--- src/rtl/irqcrc_pkg.sv ---
// Constants, types and the checksum function of the interrupt and CRC unit
// Behaviour
// - Enabled pending flags ORed onto interrupt pin
// - Flag register reads one where pending
// - Writing one clears flag, zero leaves it
// - Bit 1 set at end of radio read
// - Bit 2 set at end of radio write
// - Bit 3 set when CRC result ready
// - Bit 4 set on parity fault in parity mode
// - Bit 5 set on message structure fault
// - Bit 7 set on any fatal device fault
// - 16-bit checksum over programmed memory range
// - Length bit 0 always taken as zero
// - Writing length high byte starts calculation
// - Start address is even, selects first location
// - Busy status bit is one while running
// - Result in read-only low and high bytes
// - CCITT polynomial, register preset to all ones
// - Busy indicator is status bit 1 at 0xFFFC
// - Enable register at 0xFFFA, same bit layout
package irqcrc_pkg;

    // Byte addresses of the register bytes
    localparam logic [15:0] ADDR_START_LO = 16'hFFF2;
    localparam logic [15:0] ADDR_START_HI = 16'hFFF3;
    localparam logic [15:0] ADDR_LEN_LO = 16'hFFF4;
    localparam logic [15:0] ADDR_LEN_HI = 16'hFFF5;
    localparam logic [15:0] ADDR_RESULT_LO = 16'hFFF6;
    localparam logic [15:0] ADDR_RESULT_HI = 16'hFFF7;
    localparam logic [15:0] ADDR_FLAGS_LO = 16'hFFF8;
    localparam logic [15:0] ADDR_FLAGS_HI = 16'hFFF9;
    localparam logic [15:0] ADDR_MASK_LO = 16'hFFFA;
    localparam logic [15:0] ADDR_MASK_HI = 16'hFFFB;
    localparam logic [15:0] ADDR_STATUS_LO = 16'hFFFC;
    localparam logic [15:0] ADDR_STATUS_HI = 16'hFFFD;

    // Flag bit positions
    localparam int FLAG_READ_DONE = 1;
    localparam int FLAG_WRITE_DONE = 2;
    localparam int FLAG_CRC_DONE = 3;
    localparam int FLAG_PARITY = 4;
    localparam int FLAG_MSG = 5;
    localparam int FLAG_FATAL = 7;

    // Status bit position of the busy indicator
    localparam int STATUS_CRC_BUSY = 1;

    // Flag positions that can ever be set
    localparam logic [15:0] FLAG_IMPLEMENTED = 16'h00BE;

    // Values after reset
    localparam logic [15:0] RESET_START = 16'h0000;
    localparam logic [15:0] RESET_LENGTH = 16'h0000;
    localparam logic [15:0] RESET_RESULT = 16'h0000;
    localparam logic [15:0] RESET_FLAGS = 16'h0000;
    localparam logic [15:0] RESET_MASK = 16'h0000;
    localparam logic [7:0] RESET_RDATA = 8'h00;

    // Checksum preset and generator polynomial x^16 + x^12 + x^5 + 1
    localparam logic [15:0] CRC_PRESET = 16'hFFFF;
    localparam logic [15:0] CRC_POLY = 16'h1021;

    // Engine states, one-hot
    typedef enum logic [2:0] {
        CRC_IDLE = 3'h1,
        CRC_READ = 3'h2,
        CRC_SHIFT = 3'h4
    } irqcrc_state_t;

    // Folds one byte into the checksum, most significant bit first
    function automatic logic [15:0] crc_byte(input logic [15:0] crc_in,
                                             input logic [7:0] data);
        logic [15:0] c;
        c = crc_in ^ {data, 8'h00};
        for (int i = 0; i < 8; i++) begin
            if (c[15]) begin
                c = {c[14:0], 1'b0} ^ CRC_POLY;
            end else begin
                c = {c[14:0], 1'b0};
            end
        end
        return c;
    endfunction : crc_byte

endpackage : irqcrc_pkg

--- src/rtl/irqcrc_crc_if.sv ---
// Link between the register front end and the checksum engine
`timescale 1ns/1ps
interface irqcrc_crc_if #(
    parameter int ADDR_W = 16
);
    logic start;               // One-cycle launch pulse
    logic [15:0] start_addr;   // Even first byte address
    logic [15:0] length;       // Even byte count
    logic busy;                // Calculation running
    logic done;                // One-cycle completion pulse
    logic [15:0] result;       // Final checksum
    logic [ADDR_W-1:0] mem_addr; // Message memory byte address
    logic mem_rd;              // Memory read strobe
    logic [7:0] mem_data;      // Memory byte, taken at edge ending strobe

    // Register side launches and collects
    modport front (output start, output start_addr, output length,
                   input busy, input done, input result);
    // Engine side runs the calculation
    modport engine (input start, input start_addr, input length,
                    output busy, output done, output result,
                    output mem_addr, output mem_rd, input mem_data);
    // Memory hookup seen from the top
    modport memory (input mem_addr, input mem_rd, output mem_data);
endinterface : irqcrc_crc_if

--- src/rtl/irqcrc_engine.sv ---
// Checksum engine that walks message memory one byte at a time
`timescale 1ns/1ps
module irqcrc_engine (
    // Clock and reset
    input wire logic clk_sys_i,
    input wire logic resetn_i,
    // Link to the register front end and memory
    irqcrc_crc_if.engine crc
);

    irqcrc_pkg::irqcrc_state_t state; // Engine state
    logic [15:0] crc_reg;             // Running checksum
    logic [15:0] remaining;           // Bytes still to fold in
    logic [15:0] next_crc;            // Checksum after current byte

    // Current byte folded into the running value
    assign next_crc = irqcrc_pkg::crc_byte(crc_reg, crc.mem_data);

    // Sequencer: read a byte, fold it, advance; low byte of a word first
    always_ff @(posedge clk_sys_i or negedge resetn_i) begin
        if (!resetn_i) begin
            state <= irqcrc_pkg::CRC_IDLE;
            crc_reg <= irqcrc_pkg::CRC_PRESET;
            remaining <= 16'h0000;
            crc.mem_addr <= '0;
            crc.mem_rd <= 1'b0;
            crc.busy <= 1'b0;
            crc.done <= 1'b0;
            crc.result <= irqcrc_pkg::RESET_RESULT;
        end else begin
            crc.done <= 1'b0;
            crc.mem_rd <= 1'b0;
            case (state)
                irqcrc_pkg::CRC_IDLE: begin
                    if (crc.start) begin
                        // Preset and load the even range
                        crc_reg <= irqcrc_pkg::CRC_PRESET;
                        crc.mem_addr <= $bits(crc.mem_addr)'(
                            {crc.start_addr[15:1], 1'b0});
                        remaining <= {crc.length[15:1], 1'b0};
                        crc.busy <= 1'b1;
                        if (crc.length[15:1] == 15'h0000) begin
                            // Empty range ends at once with the preset
                            crc.result <= irqcrc_pkg::CRC_PRESET;
                            crc.done <= 1'b1;
                            state <= irqcrc_pkg::CRC_SHIFT;
                            remaining <= 16'h0000;
                        end else begin
                            crc.mem_rd <= 1'b1;
                            state <= irqcrc_pkg::CRC_READ;
                        end
                    end
                end
                irqcrc_pkg::CRC_READ: begin
                    // Byte arrives this cycle; fold and advance
                    crc_reg <= next_crc;
                    remaining <= remaining - 16'h0001;
                    if (remaining == 16'h0001) begin
                        crc.result <= next_crc;
                        crc.done <= 1'b1;
                        state <= irqcrc_pkg::CRC_SHIFT;
                    end else begin
                        crc.mem_addr <= crc.mem_addr + 1'b1;
                        crc.mem_rd <= 1'b1;
                    end
                end
                irqcrc_pkg::CRC_SHIFT: begin
                    // Completion cycle: drop busy, return to idle
                    crc.busy <= 1'b0;
                    state <= irqcrc_pkg::CRC_IDLE;
                end
                default: begin
                    state <= irqcrc_pkg::CRC_IDLE;
                    crc.busy <= 1'b0;
                end
            endcase
        end
    end

endmodule : irqcrc_engine

--- src/rtl/irqcrc_top.sv ---
// Interrupt flags, interrupt enables and CRC registers behind the byte port
`timescale 1ns/1ps
module irqcrc_top #(
    parameter int ADDR_W = 16 // Message memory byte address width
) (
    // Clock and reset
    input wire logic clk_sys_i,
    input wire logic resetn_i,
    // Register byte port from the serial interface
    input wire logic [15:0] reg_addr_i,
    input wire logic reg_wr_i,
    input wire logic reg_rd_i,
    input wire logic [7:0] reg_wdata_i,
    output logic [7:0] reg_rdata_o,
    // Event pulses from the device core
    input wire logic radio_read_done_i,
    input wire logic radio_write_done_i,
    input wire logic parity_mode_on_i,
    input wire logic parity_mode_fault_i,
    input wire logic message_structure_fault_i,
    input wire logic device_fault_i,
    // Message memory read port
    output logic [ADDR_W-1:0] mem_addr_o,
    output logic mem_rd_o,
    input wire logic [7:0] mem_data_i,
    // Interrupt pin, active high
    output logic irq_o
);

    // Link to the checksum engine
    irqcrc_crc_if #(.ADDR_W(ADDR_W)) crc ();

    // Register state
    logic [15:0] crc_range_start;  // First byte of the range
    logic [15:0] crc_range_length; // Byte count of the range
    logic [15:0] crc_checksum_out; // Last finished checksum
    logic [15:0] irq_pending_flags; // Pending events
    logic [15:0] irq_mask_bits;    // Per-event enables

    // Decoded write strobes
    logic wr_start_lo;
    logic wr_start_hi;
    logic wr_len_lo;
    logic wr_len_hi;
    logic wr_flags_lo;
    logic wr_flags_hi;
    logic wr_mask_lo;
    logic wr_mask_hi;

    // Event sets and host clears
    logic [15:0] flag_set;
    logic [15:0] flag_clr;
    logic [15:0] next_flags;
    logic [7:0] next_rdata;

    // Write decode, one strobe per writable register byte
    always_comb begin
        wr_start_lo = reg_wr_i && (reg_addr_i == irqcrc_pkg::ADDR_START_LO);
        wr_start_hi = reg_wr_i && (reg_addr_i == irqcrc_pkg::ADDR_START_HI);
        wr_len_lo = reg_wr_i && (reg_addr_i == irqcrc_pkg::ADDR_LEN_LO);
        wr_len_hi = reg_wr_i && (reg_addr_i == irqcrc_pkg::ADDR_LEN_HI);
        wr_flags_lo = reg_wr_i && (reg_addr_i == irqcrc_pkg::ADDR_FLAGS_LO);
        wr_flags_hi = reg_wr_i && (reg_addr_i == irqcrc_pkg::ADDR_FLAGS_HI);
        wr_mask_lo = reg_wr_i && (reg_addr_i == irqcrc_pkg::ADDR_MASK_LO);
        wr_mask_hi = reg_wr_i && (reg_addr_i == irqcrc_pkg::ADDR_MASK_HI);
    end

    // Start address bytes; bit 0 stored but ignored by the engine
    always_ff @(posedge clk_sys_i or negedge resetn_i) begin
        if (!resetn_i) begin
            crc_range_start <= irqcrc_pkg::RESET_START;
        end else begin
            if (wr_start_lo) begin
                crc_range_start[7:0] <= reg_wdata_i;
            end
            if (wr_start_hi) begin
                crc_range_start[15:8] <= reg_wdata_i;
            end
        end
    end

    // Length bytes; bit 0 always reads and acts as zero
    always_ff @(posedge clk_sys_i or negedge resetn_i) begin
        if (!resetn_i) begin
            crc_range_length <= irqcrc_pkg::RESET_LENGTH;
        end else begin
            if (wr_len_lo) begin
                crc_range_length[7:0] <= {reg_wdata_i[7:1], 1'b0};
            end
            if (wr_len_hi) begin
                crc_range_length[15:8] <= reg_wdata_i;
            end
        end
    end

    // Launch: high length byte write starts a run when the engine is idle
    always_ff @(posedge clk_sys_i or negedge resetn_i) begin
        if (!resetn_i) begin
            crc.start <= 1'b0;
            crc.start_addr <= irqcrc_pkg::RESET_START;
            crc.length <= irqcrc_pkg::RESET_LENGTH;
        end else begin
            crc.start <= wr_len_hi && !crc.busy && !crc.start;
            if (wr_len_hi && !crc.busy && !crc.start) begin
                // Snapshot the range with the freshly written high byte
                crc.start_addr <= {crc_range_start[15:1], 1'b0};
                crc.length <= {reg_wdata_i, crc_range_length[7:1],
                               1'b0};
            end
        end
    end

    // Result register, refreshed on completion only
    always_ff @(posedge clk_sys_i or negedge resetn_i) begin
        if (!resetn_i) begin
            crc_checksum_out <= irqcrc_pkg::RESET_RESULT;
        end else if (crc.done) begin
            crc_checksum_out <= crc.result;
        end
    end

    // Events that set pending flags this cycle
    always_comb begin
        flag_set = 16'h0000;
        flag_set[irqcrc_pkg::FLAG_READ_DONE] = radio_read_done_i;
        flag_set[irqcrc_pkg::FLAG_WRITE_DONE] = radio_write_done_i;
        flag_set[irqcrc_pkg::FLAG_CRC_DONE] = crc.done;
        flag_set[irqcrc_pkg::FLAG_PARITY] =
            parity_mode_fault_i && parity_mode_on_i;
        flag_set[irqcrc_pkg::FLAG_MSG] = message_structure_fault_i;
        flag_set[irqcrc_pkg::FLAG_FATAL] = device_fault_i;
    end

    // Host clears: a one written in a flag byte clears that flag
    always_comb begin
        flag_clr = 16'h0000;
        if (wr_flags_lo) begin
            flag_clr[7:0] = reg_wdata_i;
        end
        if (wr_flags_hi) begin
            flag_clr[15:8] = reg_wdata_i;
        end
        // A set in the same cycle as a clear wins
        next_flags = ((irq_pending_flags & ~flag_clr) | flag_set)
                     & irqcrc_pkg::FLAG_IMPLEMENTED;
    end

    // Pending flag register
    always_ff @(posedge clk_sys_i or negedge resetn_i) begin
        if (!resetn_i) begin
            irq_pending_flags <= irqcrc_pkg::RESET_FLAGS;
        end else begin
            irq_pending_flags <= next_flags;
        end
    end

    // Enable register, full 16 bits writable
    always_ff @(posedge clk_sys_i or negedge resetn_i) begin
        if (!resetn_i) begin
            irq_mask_bits <= irqcrc_pkg::RESET_MASK;
        end else begin
            if (wr_mask_lo) begin
                irq_mask_bits[7:0] <= reg_wdata_i;
            end
            if (wr_mask_hi) begin
                irq_mask_bits[15:8] <= reg_wdata_i;
            end
        end
    end

    // Interrupt pin: OR of all enabled pending flags, registered
    always_ff @(posedge clk_sys_i or negedge resetn_i) begin
        if (!resetn_i) begin
            irq_o <= 1'b0;
        end else begin
            irq_o <= |(next_flags & irq_mask_bits);
        end
    end

    // Read mux for the register bytes; unknown addresses read zero
    always_comb begin
        next_rdata = irqcrc_pkg::RESET_RDATA;
        case (reg_addr_i)
            irqcrc_pkg::ADDR_START_LO: begin
                next_rdata = crc_range_start[7:0];
            end
            irqcrc_pkg::ADDR_START_HI: begin
                next_rdata = crc_range_start[15:8];
            end
            irqcrc_pkg::ADDR_LEN_LO: begin
                next_rdata = crc_range_length[7:0];
            end
            irqcrc_pkg::ADDR_LEN_HI: begin
                next_rdata = crc_range_length[15:8];
            end
            irqcrc_pkg::ADDR_RESULT_LO: begin
                next_rdata = crc_checksum_out[7:0];
            end
            irqcrc_pkg::ADDR_RESULT_HI: begin
                next_rdata = crc_checksum_out[15:8];
            end
            irqcrc_pkg::ADDR_FLAGS_LO: begin
                next_rdata = irq_pending_flags[7:0];
            end
            irqcrc_pkg::ADDR_FLAGS_HI: begin
                next_rdata = irq_pending_flags[15:8];
            end
            irqcrc_pkg::ADDR_MASK_LO: begin
                next_rdata = irq_mask_bits[7:0];
            end
            irqcrc_pkg::ADDR_MASK_HI: begin
                next_rdata = irq_mask_bits[15:8];
            end
            irqcrc_pkg::ADDR_STATUS_LO: begin
                // Busy also shows in the launch cycle
                next_rdata[irqcrc_pkg::STATUS_CRC_BUSY] =
                    crc.busy || crc.start;
            end
            default: begin
                next_rdata = irqcrc_pkg::RESET_RDATA;
            end
        endcase
    end

    // Read data register, loaded on a read strobe and held after
    always_ff @(posedge clk_sys_i or negedge resetn_i) begin
        if (!resetn_i) begin
            reg_rdata_o <= irqcrc_pkg::RESET_RDATA;
        end else if (reg_rd_i) begin
            reg_rdata_o <= next_rdata;
        end
    end

    // Memory port, engine flip-flops passed to the pins
    assign mem_addr_o = crc.mem_addr;
    assign mem_rd_o = crc.mem_rd;
    assign crc.mem_data = mem_data_i;

    // Checksum engine
    irqcrc_engine u_engine (
        .clk_sys_i(clk_sys_i),
        .resetn_i(resetn_i),
        .crc(crc.engine)
    );

endmodule : irqcrc_top

--- config.mk ---
export PLATFORM = sky130hd
export DESIGN_NAME = irqcrc_top
export DESIGN_NICKNAME = d
export VERILOG_FILES = /design/src/rtl/irqcrc_pkg.sv /design/src/rtl/irqcrc_crc_if.sv /design/src/rtl/irqcrc_engine.sv /design/src/rtl/irqcrc_top.sv
export SDC_FILE = /design/constraint.sdc
export NUM_CORES = 1
export LEC_CHECK = 0
export BUFFER_PORTS_ARGS = -buffer_cell sky130_fd_sc_hd__buf_2
export CORE_UTILIZATION = 40
export CTS_CLUSTER_DIAMETER = 100
export DETAILED_ROUTE_END_ITERATION = 16
export GPL_ROUTABILITY_DRIVEN = 0
export MAX_ROUTING_LAYER = met4
export PLACE_DENSITY = 0.64
export SETUP_SLACK_MARGIN = 0.15
export SKIP_LAST_GASP = 1
export SLEW_MARGIN = 20
export SYNTH_ARGS = -nofsm -noshare
export SYNTH_HDL_FRONTEND = slang
export SYNTH_SLANG_ARGS = --single-unit
export TNS_END_PERCENT = 20
--- constraint.sdc ---
create_clock -name clk_sys_i -period 5 [get_ports clk_sys_i]
set_input_delay 1 -clock clk_sys_i [delete_from_list [all_inputs] [get_ports clk_sys_i]]
set_output_delay 1 -clock clk_sys_i [all_outputs]
set_load 0.01 [all_outputs]
==> results of run 1 <==
[layout make-up]
cell class	instances	share of cell area, %
repair buffers	71	3.98
clock inverters	8	0.825
inverters	8	0.309
flip-flops and latches	179	46.4
multi-input cells	510	40.2
clock buffers	24	4.76
well taps	275	3.55
[cells by family after synthesis]
| logic type | after synthesis |
|---|---|
| flops | 179 |
| fa+ha+maj | 3 |
| buf+inv | 47 |
| simple gates | 204 |
| xor+xnor | 26 |
| mux | 109 |
| compound gates | 168 |
[power breakdown]
part           internal (mW)  switching, mW  leakage, nW
clock                  0.700          0.558        0.255
sequential              1.45       0.000297         2.36
combinational         0.0347         0.0861         1.82
total                   2.18          0.644         4.44
[cell usage after synthesis, types with 5 or more instances]
library cell / number
xnor2_1: 16
dfstp_2: 17
nand2_1: 56
nand3_1: 23
dfrtp_1: 162
o21ai_0: 28
xor2_1: 10
nor3b_1: 8
a31oi_1: 9
nand4_1: 11
a2bb2oi_1: 10
a21oi_1: 40
a22oi_1: 6
a21o_1: 5
o211ai_1: 6
nor2_1: 42
mux2i_1: 6
mux2_4: 30
buf_2: 13
o22a_1: 7
o21a_1: 12
inv_1: 7
o22ai_1: 12
nor4_1: 6
nor3_1: 7
clkbuf_1: 19
mux2_2: 68
[routing by layer]
metal	share of wire [%]	routed length, um	GRT usage, %
met5	0	0	-
met4	1.2	244	5.20
met1	49	10100	29.6
met3	4.6	943	3.33
met2	45	9270	28.9
[critical path, stage by stage]
cell,delay [ns]
buf_2,0.42
nor4bb_1,0.43
and3_1,0.49
nand2_2,0.66
mux2_4,0.52
[path summary, 6_finish.rpt]
check / depth (start not counted) / slack, ns / endpoint / start
max: 5 / 1.76 / crc.start_addr[8] / reg_addr_i[0]
min: 1 / 0.48 / crc.start / u_engine.crc.busy
max reg2reg: 5 / 2.22 / u_engine.crc.mem_addr[11] / u_engine.state[0]
min reg2reg: 1 / 0.48 / crc.start / u_engine.crc.busy
max in group asynchronous: 2 / 3.46 / u_engine.crc_reg[8] / resetn_i
min in group asynchronous: 1 / 0.66 / u_engine.remaining[6] / resetn_i
==> out/results.ini, run 1 <==
[status]
status = finished, final reports clean

[synth]
synth_top_family_by_area = multiplexers
synth_top_area_share_pct = 47.0
synth_fa_ha_area_share_pct = 0.435
synth_cells = 736
netlist_area_um2 = 8620
synthXorXnorAreaFrac_pct = 2.64
muxShareOfSynthArea_pct = 16.0
async_flop_share_pct = 100
yosys.area_share.simple_pct = 12.9
yosysUniqueCellTypes = 79
yosys.area.top_type = dfrtp_1
avgSynthCellArea_um2 = 11.7
synth_edf_count = 0
ys.flop_type = dfrtp_1
yosys_warnings = 0
synthesis.nets = 781
synth-compound-area-share_pct = 13.2
yosysSeqAreaShare_pct = 52.2
ys_seq_elements = 179
synthTopCellsByArea = dfrtp_1 (47%), mux2_2 (8.9%), mux2_4 (5.2%), dfstp_2 (5.2%), nand2_1 (2.4%)

[detailed_routing]
ant_nets = 0
vias_per_cell = 5.71
routedWlPerCell_um = 19.1
first_iter_violations = 647
drt-total-wl_um = 20600
firstDrtPassIters = 7
drc = 0
vias = 6143

[grt]
grt_pass1_vias = 5835
grt_max_degree = 108
grt_util_all_layers_pct = 20.2
grt_pass1_wl_um = 33300
antenna_found_initial = 0
grt_overflow_total = 0

[floorplanning]
die_h_um = 149
pin_count = 68
start_util_pct = 40.9
core_um2 = 21100
die-width_um = 149
dieArea_um2 = 22100
rows = 53

[finish]
seqCellArea_um2 = 4500
final_common_cell = dfrtp_1
fillCellCount = 1962
drive_gt1_share_pct = 29.9
syn2layout_area_growth_pct = 12.6
utilization_pct = 46.0
layout_common_cells = dfrtp_1 (162), mux2_2 (68), buf_2 (66), nand2_1 (56), nor2_1 (42)
fin_cells = 1075
num_antenna_cells = 0
multi_input_comb_area_um2 = 3900
fin_area_um2 = 9710
final_nets = 832

[worst_setup_path]
critPathMaxFanout = 30
worst_ep_arrival_time_ns = 3.55
cp-start-kind = input port
crit_type = in -> reg
crit_required_ns = 5.31
cp-end-kind = flip-flop

[place]
placedCellCount = 1043
dp_hpwl_um = 14200
io_buffers = 67
place_area_um2 = 9160
place_ws_ns = 1.34

[timing]
fin_skew_ns = 0.00770
fin_ws_ns = 1.76
fmax_mhz = 308
hold_viol = 0
fin_crit_ns = 3.24
maxSlewHeadroom_pct = 33.1
tns_ns = 0
rsz0062_at_grt = false
finalMaxSlewViolations = 0
fin_crit_sh_pct = 64.8
setup_viol = 0
whs_ns = 0.481
tightest_slew_ns = 1.00

[power_and_ir_drop]
power_per_cell_area_nw_per_um2 = 291
p_leak_nw = 4.44
ir_drop_mv = 0.267
finalPower_mw = 2.83

[clock_network]
clk_pin_slew_ns = 0.07
cts.sink_count = 179
cts_tree = yes
clk_latency_ns = 0.43
clock-root-buffer = clkbuf_16
cts_hold_buf = 0
htree_num_levels = 4
cts_buffer_depth = 2
cts_resized = 0
cts_buffers = 17
cts_setup_buffers = 0

[hold_path]
hold_class = reg -> reg

[run]
drv_cap = 0

(Power assumes the default switching activity.)
==> run 2, diff against run 1 <==
--- a/config.mk
+++ b/config.mk
@@ -11,7 +11,7 @@
 export DETAILED_ROUTE_END_ITERATION = 16
 export GPL_ROUTABILITY_DRIVEN = 0
 export MAX_ROUTING_LAYER = met4
-export PLACE_DENSITY = 0.64
+export PLACE_DENSITY = 0.66
 export SETUP_SLACK_MARGIN = 0.15
 export SKIP_LAST_GASP = 1
 export SLEW_MARGIN = 20
==> constraint.sdc (replaced) <==
create_clock -name clk_sys_i -period 2.7 [get_ports clk_sys_i]
set_input_delay 0.54 -clock clk_sys_i [delete_from_list [all_inputs] [get_ports clk_sys_i]]
set_output_delay 0.54 -clock clk_sys_i [all_outputs]
set_load 0.01 [all_outputs]
==> run 2 against run 1 <==
Against the previous run: global-route usage increased by 0.58 points; cell count increased by 2.2%; flip-flop and latch count is the same; combinational power increased by 98%; utilization rose by 1.3 points; total power is 97% higher; clock-buffer cell count down 6; non-clock buffer count up 24; largest cell class unchanged.
==> out/results.ini, run 2 (same netlist as run 1, synthesis figures left out) <==
[timing]
fin_crit_sh_pct = 84.7
tightest_slew_ns = 0.714  ; was 1.00 ns
fin_skew_ns = 0.00531  ; was 0.00770 ns
rsz0062_at_grt = false  ; unchanged
tns_ns = 0  ; unchanged
whs_ns = 0.0332  ; was 0.481 ns
fmax_mhz = 437
finalMaxSlewViolations = 0  ; unchanged
hold_viol = 0  ; unchanged
setup_viol = 0  ; unchanged
fin_crit_ns = 2.29
maxSlewHeadroom_pct = 52.4  ; was 33.1%

[worst_setup_path]
cp-start-kind = flip-flop  ; was input port
worst_ep_arrival_time_ns = 2.57  ; was 3.55 ns
cp-end-kind = flip-flop  ; unchanged
critPathMaxFanout = 21  ; was 30
crit_type = reg -> reg  ; was in -> reg
crit_required_ns = 2.98  ; was 5.31 ns
r2r_end = u_engine.crc.mem_addr[5]  ; was u_engine.crc.mem_addr[11]
reg2reg_from = u_engine.remaining[8]  ; was u_engine.state[0]
r2r_slack_ns = 0.41  ; was 2.22 ns
r2r_cells = 7  ; was 5

[clock_network]
clk_pin_slew_ns = 0.07  ; about the same
htree_num_levels = 4  ; unchanged
cts_resized = 0  ; unchanged
clock-root-buffer = clkbuf_16  ; unchanged
cts.sink_count = 179  ; unchanged
cts_buffers = 17  ; unchanged
cts_setup_buffers = 0  ; unchanged
cts_hold_buf = 0  ; unchanged
cts_tree = yes  ; unchanged
cts_buffer_depth = 2  ; unchanged
clk_latency_ns = 0.43  ; about the same

[floorplanning]
rows = 53  ; unchanged
start_util_pct = 40.9  ; unchanged
die_h_um = 149  ; unchanged
die-width_um = 149  ; unchanged
pin_count = 68  ; unchanged
dieArea_um2 = 22100  ; unchanged
core_um2 = 21100  ; unchanged

[finish]
syn2layout_area_growth_pct = 15.8  ; was 12.6%
final_nets = 856  ; was 832
num_antenna_cells = 0  ; unchanged
fillCellCount = 1967  ; was 1962
fin_area_um2 = 9980  ; was 9710 um2
layout_common_cells = dfrtp_1 (162), mux2_2 (68), buf_2 (66), nand2_1 (56), nor2_1 (42)  ; unchanged
drive_gt1_share_pct = 32.5  ; was 29.9%
final_common_cell = dfrtp_1  ; unchanged

[detailed_routing]
firstDrtPassIters = 5  ; was 7
vias = 6317  ; was 6143
first_iter_violations = 496  ; was 647
wl_met3_um = 1140  ; was 943 um
ant_nets = 0  ; unchanged
drt-total-wl_um = 21200  ; was 20600 um
met2WireLength_um = 9520  ; was 9270 um
drc = 0  ; unchanged
routedWlPerCell_um = 19.3  ; was 19.1 um
vias_per_cell = 5.75  ; was 5.71
wl_met1_um = 10100  ; about the same
top_layer = met4  ; unchanged

[grt]
grt_pass1_vias = 6095  ; was 5835
antenna_found_initial = 0  ; unchanged
grt_overflow_total = 0  ; unchanged
grt_pass1_wl_um = 34300  ; was 33300 um
grt_util_all_layers_pct = 20.7  ; was 20.2%
grt_max_degree = 56  ; was 108

[place]
io_buffers = 67  ; unchanged
place_area_um2 = 9350  ; was 9160 um2
dp_hpwl_um = 15000  ; was 14200 um

[status]
status = finished, final reports clean  ; unchanged

[power_and_ir_drop]
p_leak_nw = 4.60  ; was 4.44 nW
finalPower_mw = 5.58  ; was 2.83 mW
power_per_cell_area_nw_per_um2 = 559  ; was 291 nW/um2
ir_drop_mv = 0.479  ; was 0.267 mV

[hold_path]
hold_class = in -> async  ; was reg -> reg

[run]
drv_cap = 0  ; unchanged

[run 2: cell count changes in the layout (fill, tap and decap cells not counted), sizes merged]
cell	change
buf	+25
bufinv	+3
inv	+3
clkbuf	-7
[run 2: report_power, final]
group	switching [mW]	total, mW	internal, mW
combinational	0.163	0.239	0.0759
clock	1.09	2.66	1.56
sequential	0.000577	2.68	2.68
total	1.26	5.58	4.32
[run 2: metrics by stage]
| stage | std cells | worst slack [ns] | util (%) |
|---|---|---|---|
| final | 1099 | 0.412 | 47.3 |
| after floorplan | 736 | 0.560 | - |
| after CTS | 1099 | 0.453 | 47.3 |
| after global placement | 1067 | 0.300 | 44.4 |
| after global routing | 1099 | 0.264 | 47.3 |
| after detailed placement | 1067 | 0.264 | 44.4 |
[run 2: final cells by class]
class | instances | area [um2] | share of cell area [%]
flip-flops and latches | 179 | 4500 | 45.1
multi-input cells | 510 | 3900 | 39.1
repair buffers | 95 | 577 | 5.78
clock buffers | 18 | 429 | 4.30
well taps | 275 | 344 | 3.45
clock inverters | 14 | 200 | 2.01
inverters | 8 | 30.0 | 0.301
[run 2: worst max path at each step]
stage	startpoint	to	slack, ns
floorplan	reg_addr_i[7]	crc_range_start[10]	0.56
global placement	reg_addr_i[13]	irq_pending_flags[5]	0.30
detailed placement	reg_addr_i[8]	crc_range_start[9]	0.26
CTS	u_engine.remaining[1]	u_engine.crc.mem_addr[5]	0.45
global route	u_engine.remaining[1]	u_engine.crc.mem_addr[5]	0.26
finish	u_engine.remaining[8]	u_engine.crc.mem_addr[5]	0.41
[run 2: routing by layer]
metal	vias up	track usage, %
li1	2893	-
met1	3172	29.2
met2	218	30.2
met3	34	3.88
met4	0	6.73
met5	-	-
[run 2: worst max-delay path: stages, from the launching register on]
cell and delay (ns):
dfrtp_1 0.46, nor3_1 0.43, nand4_1 0.38, buf_4 0.27
o21ai_1 0.11, buf_4 0.24, a21oi_1 0.06, a2bb2oi_1 0.16
